$ cat config.mk
export PLATFORM = sky130hd
export DESIGN_NAME = sysconf_regs
export DESIGN_NICKNAME = d
export VERILOG_FILES = /design/src/sysconf_pkg.sv /design/src/sysconf_regs.sv
export VERILOG_INCLUDE_DIRS = /design/src /design/src/src
export SDC_FILE = /design/constraint.sdc
export NUM_CORES = 1
export LEC_CHECK = 0
export ABC_AREA = 1
export BUFFER_PORTS_ARGS = -buffer_cell sky130_fd_sc_hd__buf_2
export CAP_MARGIN = 5
export CORE_MARGIN = 8
export CORE_UTILIZATION = 59
export CTS_BUF_LIST = sky130_fd_sc_hd__clkbuf_8
export DETAILED_ROUTE_END_ITERATION = 8
export PLACE_DENSITY = 0.86
export SLEW_MARGIN = 20
export SYNTH_ARGS = -nofsm -noshare
export SYNTH_HDL_FRONTEND = slang
export SYNTH_SLANG_ARGS = --single-unit
$ cat constraint.sdc
create_clock -name aclk -period 3.5 [get_ports aclk]
set_input_delay 0.35 -clock aclk [delete_from_list [all_inputs] [get_ports aclk]]
set_output_delay 0.35 -clock aclk [all_outputs]
set_load 0.02 [all_outputs]
$ cat src/sysconf_defines.svh
// Register offsets, field positions, reset values and rule summary for the config block
// Behaviour
// [RQ1] The DMA priority bit set gives DMA SRAM requests precedence, cleared puts DMA in round robin.
// [RQ2] The CPU interrupt priority bit set gives the CPU precedence while in an interrupt, else round robin.
// [RQ3] The capture timebase bit set picks the alternate timer pair for capture, else timer 2/3.
// [RQ4] The compare timebase bit set picks the alternate timer pair for compare, else timer 2/3.
// [RQ5] The pin-routing lock bit set refuses writes to the pin routing registers.
// [RQ6] The module-disable lock bit set refuses writes to the module disable registers.
// [RQ7] The permission-group lock bit set refuses writes to the permission group registers.
// [RQ8] The USB sleep bit set stops the USB PHY clock while sleep is active.
// [RQ9] Configuration bits change only after the unlock sequence has been completed.
// [RQ10] Unimplemented bits of the configuration register always read zero.
// [RQ11] The identification register is read-only with revision in 31:28 and device code in 27:0.
// [RQ12] Two read-only serial words, index 0 and 1, return the 64-bit unique serial number.
// [RQ13] Writes to read-only registers or blocked by lock or missing unlock are silently ignored.
`ifndef SYSCONF_DEFINES_SVH
`define SYSCONF_DEFINES_SVH

// ----------------------------------------
// Register byte addresses
// ----------------------------------------
`define OFF_CONFIG 8'h00
`define OFF_DEVCODE 8'h04
`define OFF_SERIAL0 8'h08
`define OFF_SERIAL1 8'h0c
`define OFF_UNLOCK 8'h10
`define OFF_ROUTE 8'h14
`define OFF_MODDIS 8'h18
`define OFF_PERMGRP 8'h1c
`define OFF_STATUS 8'h20

// ----------------------------------------
// Configuration field positions and masks
// ----------------------------------------
`define BIT_DMA_PRI 25
`define BIT_CPU_PRI 24
`define BIT_CAP_ALT 17
`define BIT_CMP_ALT 16
`define BIT_ROUTE_LOCK 13
`define BIT_MODDIS_LOCK 12
`define BIT_PERM_LOCK 11
`define BIT_USB_STOP 8
`define CONFIG_MASK 32'h03033900
`define CONFIG_RESET 32'h00000000

// ----------------------------------------
// Unlock keys and reset values
// ----------------------------------------
`define UNLOCK_KEY1 32'haa996655
`define UNLOCK_KEY2 32'h556699aa
`define GUARDED_RESET 32'h00000000
`define AXI_OKAY 2'h0

`endif

$ cat src/sysconf_pkg.sv
// Types shared by the configuration register block
package sysconf_pkg;

  // Unlock sequence progress
  typedef enum logic [1:0] {
    unl_idle,
    unl_key1,
    unl_open
  } unlock_state_t;

  // Decoded configuration controls
  typedef struct packed {
    logic dma_sram_priority;
    logic cpu_irq_sram_priority;
    logic capture_alt_timebase;
    logic compare_alt_timebase;
    logic pin_route_lock;
    logic module_disable_lock;
    logic perm_group_lock;
    logic usb_sleep_clock_stop;
  } config_ctl_t;

  // SRAM requests from the three initiators
  typedef struct packed {
    logic dma;
    logic cpu;
    logic other;
  } sram_req_t;

endpackage : sysconf_pkg

$ cat src/sysconf_regs.sv
// Configuration and identification register block with AXI4-Lite slave
//
// The AXI4-Lite register port and the register offsets were chosen for this implementation.
`timescale 1ns/1ps
`include "sysconf_defines.svh"

module sysconf_regs
  import sysconf_pkg::*;
#(
  parameter logic [3:0] REVISION = 4'h1,      // Arbitrary value
  parameter logic [27:0] DEVICE_CODE = 28'h0abcdef, // Arbitrary value
  parameter logic [63:0] SERIAL = 64'h0123456789abcdef // Arbitrary value
) (
  input wire logic aclk,
  input wire logic aresetn,
  input wire logic [7:0] s_axi_awaddr,
  input wire logic [2:0] s_axi_awprot,
  input wire logic s_axi_awvalid,
  output logic s_axi_awready,
  input wire logic [31:0] s_axi_wdata,
  input wire logic [3:0] s_axi_wstrb,
  input wire logic s_axi_wvalid,
  output logic s_axi_wready,
  output logic [1:0] s_axi_bresp,
  output logic s_axi_bvalid,
  input wire logic s_axi_bready,
  input wire logic [7:0] s_axi_araddr,
  input wire logic [2:0] s_axi_arprot,
  input wire logic s_axi_arvalid,
  output logic s_axi_arready,
  output logic [31:0] s_axi_rdata,
  output logic [1:0] s_axi_rresp,
  output logic s_axi_rvalid,
  input wire logic s_axi_rready,
  input wire sram_req_t sram_req,
  input wire logic cpu_in_irq,
  input wire logic sleep_active,
  output sram_req_t sram_grant,
  output logic capture_alt_timebase,
  output logic compare_alt_timebase,
  output logic usb_phy_clock_en,
  output logic [31:0] peripheral_pin_routing,
  output logic [31:0] module_disable_regs,
  output logic [31:0] permission_group_regs
);

  // ----------------------------------------
  // Write channel capture
  // ----------------------------------------
  logic aw_held_q;
  logic w_held_q;
  logic [7:0] awaddr_q;
  logic [31:0] wdata_q;
  logic [3:0] wstrb_q;
  logic wr_fire;
  logic [31:0] wmask;
  logic [31:0] system_config_control_q;
  unlock_state_t unlock_q;
  config_ctl_t ctl;

  assign s_axi_awready = !aw_held_q && !s_axi_bvalid;
  assign s_axi_wready = !w_held_q && !s_axi_bvalid;
  assign wr_fire = aw_held_q && w_held_q && !s_axi_bvalid;

  // Latch address and data independently, in any order
  always_ff @(posedge aclk) begin
    if (!aresetn) begin
      aw_held_q <= 1'b0;
      awaddr_q <= 8'h00;
    end else if (s_axi_awvalid && s_axi_awready) begin
      aw_held_q <= 1'b1;
      awaddr_q <= s_axi_awaddr;
    end else if (wr_fire) begin
      aw_held_q <= 1'b0;
    end
  end

  always_ff @(posedge aclk) begin
    if (!aresetn) begin
      w_held_q <= 1'b0;
      wdata_q <= 32'h00000000;
      wstrb_q <= 4'h0;
    end else if (s_axi_wvalid && s_axi_wready) begin
      w_held_q <= 1'b1;
      wdata_q <= s_axi_wdata;
      wstrb_q <= s_axi_wstrb;
    end else if (wr_fire) begin
      w_held_q <= 1'b0;
    end
  end

  // Write response, always OKAY even when the write is dropped
  always_ff @(posedge aclk) begin
    if (!aresetn) begin
      s_axi_bvalid <= 1'b0;
    end else if (wr_fire) begin
      s_axi_bvalid <= 1'b1;
    end else if (s_axi_bready) begin
      s_axi_bvalid <= 1'b0;
    end
  end
  assign s_axi_bresp = `AXI_OKAY; // see [RQ13]

  // Byte-lane mask from strobes
  genvar g;
  generate
    for (g = 0; g < 4; g++) begin : g_lane
      assign wmask[8*g +: 8] = {8{wstrb_q[g]}};
    end
  endgenerate

  // ----------------------------------------
  // Unlock sequence: two keys in a row open one config write
  // ----------------------------------------
  logic unl_write;
  logic cfg_write;
  assign unl_write = wr_fire && awaddr_q == `OFF_UNLOCK && wstrb_q == 4'hf;
  assign cfg_write = wr_fire && awaddr_q == `OFF_CONFIG;

  always_ff @(posedge aclk) begin
    if (!aresetn) begin
      unlock_q <= unl_idle;
    end else if (unl_write) begin
      if (wdata_q == `UNLOCK_KEY1) begin
        unlock_q <= unl_key1;
      end else if (wdata_q == `UNLOCK_KEY2 && unlock_q == unl_key1) begin
        unlock_q <= unl_open; // see [RQ9]
      end else begin
        unlock_q <= unl_idle;
      end
    end else if (cfg_write) begin
      unlock_q <= unl_idle; // Any config write closes the window
    end
  end

  // ----------------------------------------
  // Configuration register
  // ----------------------------------------
  always_ff @(posedge aclk) begin
    if (!aresetn) begin
      system_config_control_q <= `CONFIG_RESET;
    end else if (cfg_write && unlock_q == unl_open) begin // see [RQ9] see [RQ13]
      system_config_control_q <= ((wdata_q & wmask) | (system_config_control_q & ~wmask))
        & `CONFIG_MASK; // see [RQ10]
    end
  end

  assign ctl.dma_sram_priority = system_config_control_q[`BIT_DMA_PRI];
  assign ctl.cpu_irq_sram_priority = system_config_control_q[`BIT_CPU_PRI];
  assign ctl.capture_alt_timebase = system_config_control_q[`BIT_CAP_ALT];
  assign ctl.compare_alt_timebase = system_config_control_q[`BIT_CMP_ALT];
  assign ctl.pin_route_lock = system_config_control_q[`BIT_ROUTE_LOCK];
  assign ctl.module_disable_lock = system_config_control_q[`BIT_MODDIS_LOCK];
  assign ctl.perm_group_lock = system_config_control_q[`BIT_PERM_LOCK];
  assign ctl.usb_sleep_clock_stop = system_config_control_q[`BIT_USB_STOP];

  // ----------------------------------------
  // Guarded peripheral registers
  // ----------------------------------------
  always_ff @(posedge aclk) begin
    if (!aresetn) begin
      peripheral_pin_routing <= `GUARDED_RESET;
    end else if (wr_fire && awaddr_q == `OFF_ROUTE && !ctl.pin_route_lock) begin // see [RQ5]
      peripheral_pin_routing <= (wdata_q & wmask) | (peripheral_pin_routing & ~wmask);
    end
  end

  always_ff @(posedge aclk) begin
    if (!aresetn) begin
      module_disable_regs <= `GUARDED_RESET;
    end else if (wr_fire && awaddr_q == `OFF_MODDIS && !ctl.module_disable_lock) begin // see [RQ6]
      module_disable_regs <= (wdata_q & wmask) | (module_disable_regs & ~wmask);
    end
  end

  always_ff @(posedge aclk) begin
    if (!aresetn) begin
      permission_group_regs <= `GUARDED_RESET;
    end else if (wr_fire && awaddr_q == `OFF_PERMGRP && !ctl.perm_group_lock) begin // see [RQ7]
      permission_group_regs <= (wdata_q & wmask) | (permission_group_regs & ~wmask);
    end
  end

  // ----------------------------------------
  // SRAM arbitration: fixed priority when enabled, else round robin
  // ----------------------------------------
  logic [1:0] last_q;
  sram_req_t rr_grant;
  logic dma_hi;
  logic cpu_hi;
  assign dma_hi = ctl.dma_sram_priority && sram_req.dma; // see [RQ1]
  assign cpu_hi = ctl.cpu_irq_sram_priority && cpu_in_irq && sram_req.cpu; // see [RQ2]

  // Round robin among requesters, starting after the last served
  always_comb begin
    rr_grant = '0;
    case (last_q)
      2'd0: begin
        if (sram_req.cpu) rr_grant.cpu = 1'b1;
        else if (sram_req.other) rr_grant.other = 1'b1;
        else if (sram_req.dma) rr_grant.dma = 1'b1;
      end
      2'd1: begin
        if (sram_req.other) rr_grant.other = 1'b1;
        else if (sram_req.dma) rr_grant.dma = 1'b1;
        else if (sram_req.cpu) rr_grant.cpu = 1'b1;
      end
      default: begin
        if (sram_req.dma) rr_grant.dma = 1'b1;
        else if (sram_req.cpu) rr_grant.cpu = 1'b1;
        else if (sram_req.other) rr_grant.other = 1'b1;
      end
    endcase
  end

  always_ff @(posedge aclk) begin
    if (!aresetn) begin
      sram_grant <= '0;
    end else if (dma_hi) begin
      sram_grant <= '{dma: 1'b1, cpu: 1'b0, other: 1'b0}; // see [RQ1]
    end else if (cpu_hi) begin
      sram_grant <= '{dma: 1'b0, cpu: 1'b1, other: 1'b0}; // see [RQ2]
    end else begin
      sram_grant <= rr_grant;
    end
  end

  // Remember who was served last
  always_ff @(posedge aclk) begin
    if (!aresetn) begin
      last_q <= 2'd2;
    end else if (dma_hi || (!cpu_hi && rr_grant.dma)) begin
      last_q <= 2'd0;
    end else if (cpu_hi || rr_grant.cpu) begin
      last_q <= 2'd1;
    end else if (rr_grant.other) begin
      last_q <= 2'd2;
    end
  end

  // ----------------------------------------
  // Timebase selects and USB PHY clock gate
  // ----------------------------------------
  always_ff @(posedge aclk) begin
    if (!aresetn) begin
      capture_alt_timebase <= 1'b0;
      compare_alt_timebase <= 1'b0;
    end else begin
      capture_alt_timebase <= ctl.capture_alt_timebase; // see [RQ3]
      compare_alt_timebase <= ctl.compare_alt_timebase; // see [RQ4]
    end
  end

  always_ff @(posedge aclk) begin
    if (!aresetn) begin
      usb_phy_clock_en <= 1'b1;
    end else begin
      usb_phy_clock_en <= !(ctl.usb_sleep_clock_stop && sleep_active); // see [RQ8]
    end
  end

  // ----------------------------------------
  // Read channel
  // ----------------------------------------
  logic [31:0] rd_mux;
  always_comb begin
    case (s_axi_araddr)
      `OFF_CONFIG: rd_mux = system_config_control_q & `CONFIG_MASK; // see [RQ10]
      `OFF_DEVCODE: rd_mux = {REVISION, DEVICE_CODE}; // see [RQ11]
      `OFF_SERIAL0: rd_mux = SERIAL[31:0]; // see [RQ12]
      `OFF_SERIAL1: rd_mux = SERIAL[63:32]; // see [RQ12]
      `OFF_ROUTE: rd_mux = peripheral_pin_routing;
      `OFF_MODDIS: rd_mux = module_disable_regs;
      `OFF_PERMGRP: rd_mux = permission_group_regs;
      `OFF_STATUS: rd_mux = {30'h00000000, unlock_q};
      default: rd_mux = 32'h00000000;
    endcase
  end

  assign s_axi_arready = !s_axi_rvalid;
  assign s_axi_rresp = `AXI_OKAY;

  always_ff @(posedge aclk) begin
    if (!aresetn) begin
      s_axi_rvalid <= 1'b0;
      s_axi_rdata <= 32'h00000000;
    end else if (s_axi_arvalid && s_axi_arready) begin
      s_axi_rvalid <= 1'b1;
      s_axi_rdata <= rd_mux;
    end else if (s_axi_rready) begin
      s_axi_rvalid <= 1'b0;
    end
  end

  // ----------------------------------------
  // Assertions
  // ----------------------------------------
  dma_first_a: assert property (@(posedge aclk) disable iff (!aresetn) // see [RQ1]
    ctl.dma_sram_priority && sram_req.dma |=> sram_grant.dma)
    else $error("DMA priority not honoured");
  cpu_irq_first_a: assert property (@(posedge aclk) disable iff (!aresetn) // see [RQ2]
    ctl.cpu_irq_sram_priority && cpu_in_irq && sram_req.cpu && !dma_hi |=> sram_grant.cpu)
    else $error("CPU interrupt priority not honoured");
  cap_select_a: assert property (@(posedge aclk) disable iff (!aresetn) // see [RQ3]
    $changed(ctl.capture_alt_timebase) |=> capture_alt_timebase == $past(ctl.capture_alt_timebase))
    else $error("Capture timebase select wrong");
  cmp_select_a: assert property (@(posedge aclk) disable iff (!aresetn) // see [RQ4]
    ##1 compare_alt_timebase == $past(ctl.compare_alt_timebase))
    else $error("Compare timebase select wrong");
  route_lock_a: assert property (@(posedge aclk) disable iff (!aresetn) // see [RQ5]
    ctl.pin_route_lock |=> $stable(peripheral_pin_routing))
    else $error("Locked pin routing changed");
  moddis_lock_a: assert property (@(posedge aclk) disable iff (!aresetn) // see [RQ6]
    ctl.module_disable_lock |=> $stable(module_disable_regs))
    else $error("Locked module disable changed");
  perm_lock_a: assert property (@(posedge aclk) disable iff (!aresetn) // see [RQ7]
    ctl.perm_group_lock |=> $stable(permission_group_regs))
    else $error("Locked permission group changed");
  usb_stop_a: assert property (@(posedge aclk) disable iff (!aresetn) // see [RQ8]
    ctl.usb_sleep_clock_stop && sleep_active |=> !usb_phy_clock_en)
    else $error("USB clock not stopped in sleep");
  unlock_need_a: assert property (@(posedge aclk) disable iff (!aresetn) // see [RQ9]
    unlock_q != unl_open |=> $stable(system_config_control_q))
    else $error("Config changed without unlock");
  unused_zero_a: assert property (@(posedge aclk) disable iff (!aresetn) // see [RQ10]
    (system_config_control_q & ~`CONFIG_MASK) == 32'h00000000)
    else $error("Unimplemented config bit set");
  id_read_a: assert property (@(posedge aclk) disable iff (!aresetn) // see [RQ11]
    s_axi_arvalid && s_axi_arready && s_axi_araddr == `OFF_DEVCODE
    |=> s_axi_rvalid && s_axi_rdata == {REVISION, DEVICE_CODE})
    else $error("Identification read wrong");
  serial_hi_a: assert property (@(posedge aclk) disable iff (!aresetn) // see [RQ12]
    s_axi_arvalid && s_axi_arready && s_axi_araddr == `OFF_SERIAL1
    |=> s_axi_rdata == SERIAL[63:32])
    else $error("Serial word 1 read wrong");
  silent_drop_a: assert property (@(posedge aclk) disable iff (!aresetn) // see [RQ13]
    wr_fire |=> s_axi_bvalid && s_axi_bresp == `AXI_OKAY)
    else $error("Write response missing or not OKAY");

  cfg_written_c: cover property (@(posedge aclk) disable iff (!aresetn)
    cfg_write && unlock_q == unl_open);
  route_blocked_c: cover property (@(posedge aclk) disable iff (!aresetn)
    wr_fire && awaddr_q == `OFF_ROUTE && ctl.pin_route_lock);
  usb_stopped_c: cover property (@(posedge aclk) disable iff (!aresetn) !usb_phy_clock_en);

endmodule : sysconf_regs

======== Word-level counts from Yosys, hierarchy flattened ========
Cells that the tools add are included.
storage, ports and cells
  register bits after elaboration ......... 194
  input port bits ......................... 70
  logic and storage cells ................. 123
operators by class
  equal/unequal tests ..................... 17
  multiplexer cells ....................... 27
  bitwise operators ....................... 11
  reduce and logical (&&, ||, !) cells .... 47
operators by type and width
  cell                                                                     number
  32-bit one-hot mux with 8 select lines                                   1
  32-bit AND                                                               4
  32-bit OR                                                                3
  8-bit by 5-bit equality test with 1-bit output, second input constant    7
  32-bit by 31-bit equality test with 1-bit output, second input constant  1
  32-bit equality test, second input constant                              1
  32-bit NOT                                                               1
  26-bit AND                                                               1
  26-bit OR                                                                1
  1-bit logical AND                                                        23
  2-bit two-way mux                                                        9
  8-bit by 4-bit equality test with 1-bit output, second input constant    2
  8-bit zero test                                                          2
  1-bit two-way mux                                                        14
  2-bit nonzero test                                                       6
  1-bit zero test                                                          9
  8-bit by 3-bit equality test with 1-bit output, second input constant    1
  8-bit by 6-bit equality test with 1-bit output, second input constant    1
  3-bit two-way mux                                                        2
  3-bit one-hot mux with 2 select lines                                    1
  2-bit by 1-bit equality test with 1-bit output, second input constant    2
  4-bit equality test, second input constant                               1
  2-bit OR reduction                                                       2
  3-bit nonzero test                                                       1
  other kinds (5)                                                          6

======== Logic depth before layout (Yosys ltp) ========
Gate-level depths: netlist of the first run.
  depth in word-level cells ............... 7
  mapped depth ............................ 11

======== Worst setup path before layout of the first run ========
OpenSTA, ideal clock, no wires.
  path type ............................... reg-to-reg
  from .................................... reg s_axi_bvalid
  to ...................................... reg wdata_q[30]
  setup time .............................. 116 ps
  data arrival time ....................... 1,415 ps
  required time ........................... 3,384 ps
  setup slack ............................. 1,969 ps
  stages on the path, launching flop included .. 7
  buffers on the path ..................... 2
  clock period less this slack ............ 1,531 ps
  cell sequence ........................... dfxtp_1 > nor2_1 > nand2_1 > buf_2 > clkbuf_1 > o21ai_0 > nor2_1
between the ends
  word-level cells in the longest chain between the ends .. 3
ends and longest elaborated chain
  element                 line                text
  start, declared         sysconf_regs.sv:25  output logic s_axi_bvalid,
  start signal, assigned  sysconf_regs.sv:95  s_axi_bvalid <= 1'b0;
  start signal, assigned  sysconf_regs.sv:97  s_axi_bvalid <= 1'b1;
  start signal, assigned  sysconf_regs.sv:99  s_axi_bvalid <= 1'b0;
  1-bit zero test         sysconf_regs.sv:62  assign s_axi_wready = !w_held_q && !s_axi_bvalid;
  1-bit logical AND       sysconf_regs.sv:62
  via s_axi_wready        sysconf_regs.sv:23  output logic s_axi_wready,
  1-bit logical AND       sysconf_regs.sv:83  end else if (s_axi_wvalid && s_axi_wready) begin
  end signal, assigned    sysconf_regs.sv:85  wdata_q <= s_axi_wdata;
  end, declared           sysconf_regs.sv:53  logic [31:0] wdata_q;
The timed path passes the listed nets, and every way through them passes these cells.
A chain may end at the register's enable or synchronous reset.

==> flow_summary.toml, run 1 <==
[die]
fp.coreArea_mm2 = 0.0143
die_x_um = 136
die_h_um = 136
die_area_mm2 = 0.0185
start_util_pct = 59.4
io-pin-count = 213
placement_rows = 44

[grt]
grt_overflow = 0
track_usage_pct = 26.6
grt_pass1_wl_um = 38700
grt_pass1_vias = 7481
antenna_found_initial = 0
grt_max_degree = 90

[power_and_ir_drop]
power_density_mw_per_mm2 = 425
ir_worst_vdd_mv = 0.380
power.leakage_nw = 4.23

[sta]
rsz0062_at_grt = "no"
tightest_slew_ps = 1070
finClkSkew_ps = 11.0
max_freq_mhz = 475
finalCritPeriodShare_pct = 60.2
setup_tns_ps = 0
finalSetupViolations = 0
hold_viol = 0
slew_viol_final = 0
finalCriticalPeriod_ps = 2110
maxSlewHeadroom_pct = 28.3

[placement]
io_buffers = 202
hpwl_um = 18100
gp_congestion = 0.885
dp_cells = 1479

[synth]
synth_cell_types = 34
synth-seq-cells = 194
synth_top_cell_by_area = "dfxtp_1"
synth_xor_area_share_pct = 0
yosys_warnings = 0
synth_area_mm2 = 0.00848
synth_top_area_share_pct = 45.8
synth_simple_gate_area_share_pct = 23.1
synth_top_family_by_area = "simple AND/OR/NAND/NOR gates"
avgSynthCellArea_um2 = 7.38
synth_area_leaders = "dfxtp_1 46%, a21oi_1 9.2%, o21ai_0 7.9%"
synth_compound_gate_area_share_pct = 19.6
synthCells = 1149
seq_area_frac_synth_pct = 45.8
synth_adder_area_share_pct = 0
synthMuxAreaShare_pct = 0

[finish]
final_common_cell = "buf_2"
final_cell_mix = "201 x buf_2, 194 x dfxtp_1, 166 x nand2_1"
final_nets = 1384
area.growth.synth_to_final_pct = 15.5
drive_gt1_share_pct = 20.1
finalNonFillerCells = 1508
antennaDiodeCount = 0
fillers = 1221

[setup_path]
critPathMaxStageDelay_ps = 480
cp_slowest_cell = "nand3_1"
criticalPathCategory = "reg -> reg"
crit_chain = "nor2_2 -> nand2_2 -> nor3_4 -> buf_4 -> nand3_1 -> o21ai_0 -> a21oi_1"
required_ps = 3840
cp.arrival_ps = 2450
crit_path_end_kind = "flop"
worstSetupStartpointType = "flop"
r2r_setup_slack_ps = 1390
reg2reg_depth = 7
worstPathMaxFanout = 16
reg2reg_from = "awaddr_q[7]$_SDFFE_PN0P_"

[clock_tree]
cts_setup_buffers = 0
path_clk_slew_ps = 90
h-tree-depth = 4
cts_buffer_depth = 2
cts_root_buffer = "clkbuf_8"
cts_buffers = 17
ctsResizeCount = 0
numClockSinks = 194
clock_latency_ps = 480
ctsHoldBuffers = 0
cts_tree = "yes"

[route]
drt_pre_antenna_iters = 5
drc = 0
wl_per_cell_um = 16.5
vias_per_cell = 5.48
wl_um = 24900
num_vias = 8262
antenna_left = 0
drtIter0Drc = 683

[worst_hold_path]
hold_path_depth = 2
hold_class = "in -> reg"
min_to = "usb_phy_clock_en$_SDFF_PN1_"
hold_start = "sleep_active"

[run_status]
status = "finished, final reports clean"

[job]
maxCapViolations = 0
through the flow:
step,power (mW),util [%],setup slack (ps),hold WS (ps),cell area [µm²]
final,4.16,68.6,1390,59.6,9790
after global routing,4.32,68.6,1200,39.9,9790
after CTS,4.16,68.6,1430,49.6,9790
after detailed placement,2.73,65.9,1210,448,9400
after global placement,2.72,65.9,1230,444,9400
after floorplan,2.61,-,1970,381,8490
layout make-up:
| type | instances | area [µm²] | share of cell area (%) |
|---|---|---|---|
| inverters | 153 | 574 | 5.87 |
| clock inverters | 9 | 118 | 1.20 |
| multi-input cells | 739 | 3640 | 37.2 |
| repair buffers | 209 | 1070 | 10.9 |
| clock buffers | 20 | 275 | 2.81 |
| flip-flops and latches | 194 | 3880 | 39.7 |
| well taps | 184 | 230 | 2.35 |
synth_stat cells:
master    number
nand3_1       82
nand2_2        1
a31o_2         1
nor2_1       114
buf_4          7
o21a_1         1
o211ai_1       8
inv_2          1
nand2_1      166
buf_1          3
a22oi_1        1
o21ai_1       10
nor2_2         3
nand4_1       21
clkbuf_1      31
buf_2         12
nor2_4         2
a41oi_1        1
nand3_4        9
nor3_1        10
nand3b_4       1
buf_12         1
and2_1         1
clkinv_1       1
nand4_2        1
conb_1         1
nor3_4         4
inv_1        151
o21ai_2        8
nand3b_1       1
a21oi_1      156
dfxtp_1      194
o21ai_0      133
buf_6         12
worst max-delay path by stage:
| stage | startpoint | end | slack (ps) |
|---|---|---|---|
| after floorplan | s_axi_bvalid$_SDFFE_PN0P_ | wdata_q[30]$_SDFFE_PN0P_ | 1970 |
| after global placement | s_axi_araddr[3] | s_axi_rdata[20]$_SDFFE_PN0P_ | 1230 |
| after detailed placement | s_axi_araddr[3] | s_axi_rdata[20]$_SDFFE_PN0P_ | 1210 |
| after CTS | awaddr_q[7]$_SDFFE_PN0P_ | flop | 1430 |
| after global routing | awaddr_q[7]$_SDFFE_PN0P_ | flop | 1200 |
| final | awaddr_q[7]$_SDFFE_PN0P_ | flop | 1390 |
worst max-delay path, delay by kind of cell (launching register included):
family,cells,cell delay [ps]
buf+inv,1,320
compound gates,2,420
simple gates,4,910
flops,1,320
cells by family after synthesis:
kind of cell	count (synthesis)
AOI/OAI and AO/OA	319
and+or+nand+nor	416
DFF	194
buffers and inverters	219
other	1
report_power, final:
group	switching (mW)	total, mW	internal [mW]
combinational	0.223	0.330	0.106
sequential	0.0946	2.36	2.26
clock	0.735	1.48	0.740
total	1.05	4.16	3.11
routing by layer:
layer  GRT usage, %  wire, µm
met5              0         0
met4           11.8       973
met3           7.39      2490
met2           40.8     11100
met1           34.3     10400
No activity file was read; power rests on OpenSTA's default activity.
==> inputs of run 2 (changes only) <==
Settings changed: CORE_UTILIZATION 59 to 55, PLACE_DENSITY 0.86 to 0.81.
Clock period 3.5 ns to 1.96 ns, I/O delays scaled along.
==> flow_summary.toml, run 2 (synthesis results as in run 1) <==
[finish]
final_nets = 1428
fillers = 1315
antennaDiodeCount = 0
drive_gt1_share_pct = 20.8
multi_input_area_mm2 = 0.00364
area.growth.synth_to_final_pct = 21.3
final_cell_mix = "201 x buf_2, 194 x dfxtp_1, 166 x nand2_1"
final_common_cell = "buf_2"
seqCellArea_mm2 = 0.00388

[clock_tree]
cts_root_buffer = "clkbuf_8"
numClockSinks = 194
clock_latency_ps = 470
cts_buffers = 17
cts_setup_buffers = 0
path_clk_slew_ps = 90
cts_buffer_depth = 2
h-tree-depth = 4
cts_tree = "yes"

[power_and_ir_drop]
power_density_mw_per_mm2 = 739
seq_power_share_pct = 55.4
ir_worst_vdd_mv = 0.500
clockPowerShare_pct = 36.0
internal_power_mw = 5.67
p_switching_mw = 1.93
switching_share_pct = 25.4
power.leakage_nw = 4.45
pwr-share-comb_pct = 8.6

[run_status]
status = "finished, final reports clean"

[sta]
maxSlewHeadroom_pct = 64.1
hold_viol = 0
tightest_slew_ps = 537
slew_viol_final = 0
rsz0062_at_grt = "no"
max_freq_mhz = 559
timing.hold.ws_ps = 25.0
finalCritPeriodShare_pct = 91.3
finalSetupViolations = 0
finClkSkew_ps = 10.6
finalCriticalPeriod_ps = 1790
setup_tns_ps = 0

[grt]
antenna_found_initial = 0
grt_overflow = 0
grt_max_degree = 79
grt_pass1_vias = 7522
grt_pass1_wl_um = 39800
track_usage_pct = 25.3

[die]
placement_rows = 45
die_x_um = 140
fp.coreArea_mm2 = 0.0151
die_h_um = 140
io-pin-count = 213
die_area_mm2 = 0.0196
start_util_pct = 56.0

[setup_path]
crit_chain = "nor2_1 -> nand2_1 -> nor3_4 -> nand3_4 -> o21ai_0 -> a21oi_1"
worstSetupStartpointType = "flop"
required_ps = 2310
critPathMaxStageDelay_ps = 410
criticalPathCategory = "reg -> reg"
crit_path_end_kind = "flop"
cp_slowest_cell = "nor3_4"
worstPathMaxFanout = 16
cp.arrival_ps = 2140

[route]
wl_um = 25300
antenna_left = 0
vias_per_cell = 5.27
wl_met1_um = 10800
drtIter0Drc = 721
routed.top_layer = "met4"
drc = 0
num_vias = 8218
wl_per_cell_um = 16.2
wl_met3_um = 2150
drt_pre_antenna_iters = 5
route.met2.wl_um = 11600

[placement]
gp_congestion = 0.890
hpwl_um = 18500
io_buffers = 202

[job]
maxCapViolations = 0

[worst_hold_path]
hold_class = "in -> reg"
[run 2: cell count changes in the layout (fill, tap and decap cells not counted)]
cell / delta
clkinv_2: +3
buf_4: +10
clkinv_4: +2
dlygate4sd3_1: +30
buf_12: +4
inv_1: -2
clkinvlp_4: -1
clkbuf_8: +1
[run 2: critical path, delay by kind of cell, from the launching register on]
kind	cells	cell delay, ps
and+or+nand+nor	4	980
AOI/OAI and AO/OA	2	380
DFF	1	320
[run 2: worst paths after layout]
| kind | start | to | slack (ps) | cells after the start |
|---|---|---|---|---|
| hold reg to reg | flop | flop | 460 | 2 |
| hold / removal | s_axi_wdata[4] | wdata_q[4]$_SDFFE_PN0P_ | 20 | 3 |
| setup reg to reg | awaddr_q[0]$_SDFFE_PN0P_ | flop | 170 | 6 |
| setup / recovery | awaddr_q[0]$_SDFFE_PN0P_ | flop | 170 | 6 |
[run 2: layout make-up]
cell class,count,area share [%]
flip-flops and latches,194,37.8
multi-input cells,739,35.4
repair buffers,253,14.8
inverters,153,5.59
clock buffers,21,2.81
well taps,188,2.29
clock inverters,11,1.31
[run 2: stage by stage]
step / instance area [µm²] / worst slack [ps] / instances / util [%] / power (mW)
finish: 10300 / 171 / 1559 / 67.9 / 7.59
global route: 10300 / 2.53 / 1559 / 67.9 / 7.89
CTS: 10300 / 247 / 1559 / 67.9 / 7.62
detailed placement: 9560 / 229 / 1497 / 63.1 / 4.90
global placement: 9560 / 267 / 1497 / 63.1 / 4.88
floorplan: 8490 / 429 / 1152 / - / 4.66
[run 2: per-layer routing]
| layer | global-route usage [%] | vias to the layer above |
|---|---|---|
| met5 | 0 | - |
| met2 | 39.9 | 333 |
| met3 | 5.74 | 57 |
| li1 | - | 4166 |
| met1 | 32.5 | 3662 |
| met4 | 11.3 | 0 |
[run 2: repair_timing]
item / CTS / global route
endpoints found under the hold margin: 30 / 0
gates resized for setup: 0 / 0
hold buffers: 30 / 0
[run 2: power groups by stage]
| stage | combinational (mW) | clock (mW) | sequential (mW) |
|---|---|---|---|
| finish | 0.651 | 2.73 | 4.21 |
| CTS | 0.646 | 2.77 | 4.20 |
| detailed placement | 0.600 | 0 | 4.30 |
| floorplan | 0.415 | 0 | 4.24 |
| global route | 0.731 | 2.93 | 4.22 |
| global placement | 0.584 | 0 | 4.29 |
==> inputs of run 3 (changes only) <==
Settings changed: ABC_CLOCK_PERIOD_IN_PS set to 1500, CELL_PAD_IN_SITES_DETAIL_PLACEMENT set to 2, CELL_PAD_IN_SITES_GLOBAL_PLACEMENT set to 2, CORE_UTILIZATION 55 to 27, PLACE_DENSITY 0.81 to 0.76.
Clock period 1.96 ns to 1.5 ns, I/O delays scaled along.
==> flow_summary.toml, run 3 (synthesis results as in run 1) <==
[setup_path]
cp.arrival_ps = 2050
worstPathMaxFanout = 8
r2r_setup_slack_ps = -150
crit_path_end_kind = "flop"
criticalPathCategory = "reg -> reg"
worstSetupStartpointType = "flop"
required_ps = 1900

[route]
num_vias = 9340
vias_per_cell = 4.97
antenna_left = 0
drc = 0
drtIter0Drc = 333
wl_per_cell_um = 21.6
wl_um = 40600
drt_pre_antenna_iters = 4

[run_status]
violations = "setup timing"
status = "complete, but fails checks"

[clock_tree]
path_clk_slew_ps = 120
h-tree-depth = 4
cts_buffers = 17
clock_latency_ps = 510
numClockSinks = 194
cts_tree = "yes"
cts_root_buffer = "clkbuf_8"
cts_buffer_depth = 2

[grt]
grt_max_degree = 69
grt_pass1_wl_um = 59200
track_usage_pct = 20.9
grt_overflow = 0
grt_pass1_vias = 10100
antenna_found_initial = 0

[power_and_ir_drop]
ir_worst_vdd_mv = 0.338
power.leakage_nw = 5.05
power_density_mw_per_mm2 = 866

[sta]
finalSetupViolations = 91
slew_viol_final = 0
setup_ws_ps = -149
hold_viol = 0
max_freq_mhz = 606
rsz0062_at_grt = "yes"
finalCriticalPeriod_ps = 1650
finClkSkew_ps = 31.7
finalCritPeriodShare_pct = 110

[die]
fp.coreArea_mm2 = 0.0312
die_x_um = 193
io-pin-count = 213
die_h_um = 193
die_area_mm2 = 0.0373
start_util_pct = 27.1
placement_rows = 65

[placement]
hpwl_um = 27200
io_buffers = 202
dpl_worst_slack_ps = -160
dpl_cell_area_mm2 = 0.0103
gp_congestion = 0.792

[finish]
final_cell_mix = "200 x buf_2, 187 x dfxtp_1, 162 x nand2_1"
final_nets = 1534
final_core_util_pct = 38.5
area.growth.synth_to_final_pct = 42.0
drive_gt1_share_pct = 30.7
fillers = 3609
antennaDiodeCount = 0
final_common_cell = "buf_2"
fin_area_mm2 = 0.0120

[worst_hold_path]
hold_class = "in -> reg"

[job]
maxCapViolations = 0
run 3: what timing repair did:
action / CTS / global route
setup buffers: 11 / 9
resized for setup: 102 / 82
hold buffers: 49 / 0
cloned: 9 / 3
hold endpoints to repair: 48 / 0
setup endpoints to repair: 105 / 125
pin swaps: 9 / 34
run 3: path summary, 6_finish.rpt:
check                           depth (start not counted)                    startpoint                            to
worst min register to register                          2  s_axi_rdata[20]$_SDFFE_PN0P_  s_axi_rdata[20]$_SDFFE_PN0P_
worst max-delay path                                    7      awaddr_q[1]$_SDFFE_PN0P_                          flop
worst max register to register                          7      awaddr_q[1]$_SDFFE_PN0P_                          flop
worst min-delay path                                    3               s_axi_wdata[27]      wdata_q[27]$_SDFFE_PN0P_
run 3: area by class of cell:
| type | instances | area, µm² | area share, % |
|---|---|---|---|
| flip-flops and latches | 194 | 3890 | 32.4 |
| multi-input cells | 747 | 4100 | 34.0 |
| repair buffers | 351 | 2570 | 21.4 |
| clock inverters | 14 | 143 | 1.19 |
| well taps | 402 | 503 | 4.18 |
| clock buffers | 18 | 248 | 2.06 |
| inverters | 153 | 574 | 4.77 |
run 3: metal layers:
metal	GRT usage, %	share of wire, %	routed length (µm)	up-vias
li1	-	-	-	4409
met2	35.8	49	19700	237
met3	3.92	5.4	2180	55
met1	25.7	43	17400	4639
met5	0	0	0	-
met4	8.25	3.1	1250	0
run 3: power breakdown:
group | internal [mW] | switching, mW
registers | 5.29 | 0.219
clock network | 1.42 | 2.15
logic | 0.547 | 0.808
run 3: critical path, stage by stage, from the launching register on:
cell and delay (ps):
dfxtp_2 350, nor2_4 150, nand2_2 100, nor3_4 280
buf_6 200, nand3_4 170, o21ai_1 240, a21oi_2 50
run 3: metrics by stage:
| step | hold WS, ps | cells | TNS [ps] | total power, mW |
|---|---|---|---|---|
| finish | 12.8 | 1879 | -6850 | 10.4 |
| floorplan | 235 | 1152 | -15.0 | 6.09 |
| global placement | 345 | 1766 | -1570 | 6.60 |
| detailed placement | 350 | 1766 | -8160 | 6.65 |
| global route | 20.8 | 1879 | -14130 | 10.8 |
| CTS | 4.36 | 1867 | -2560 | 10.4 |
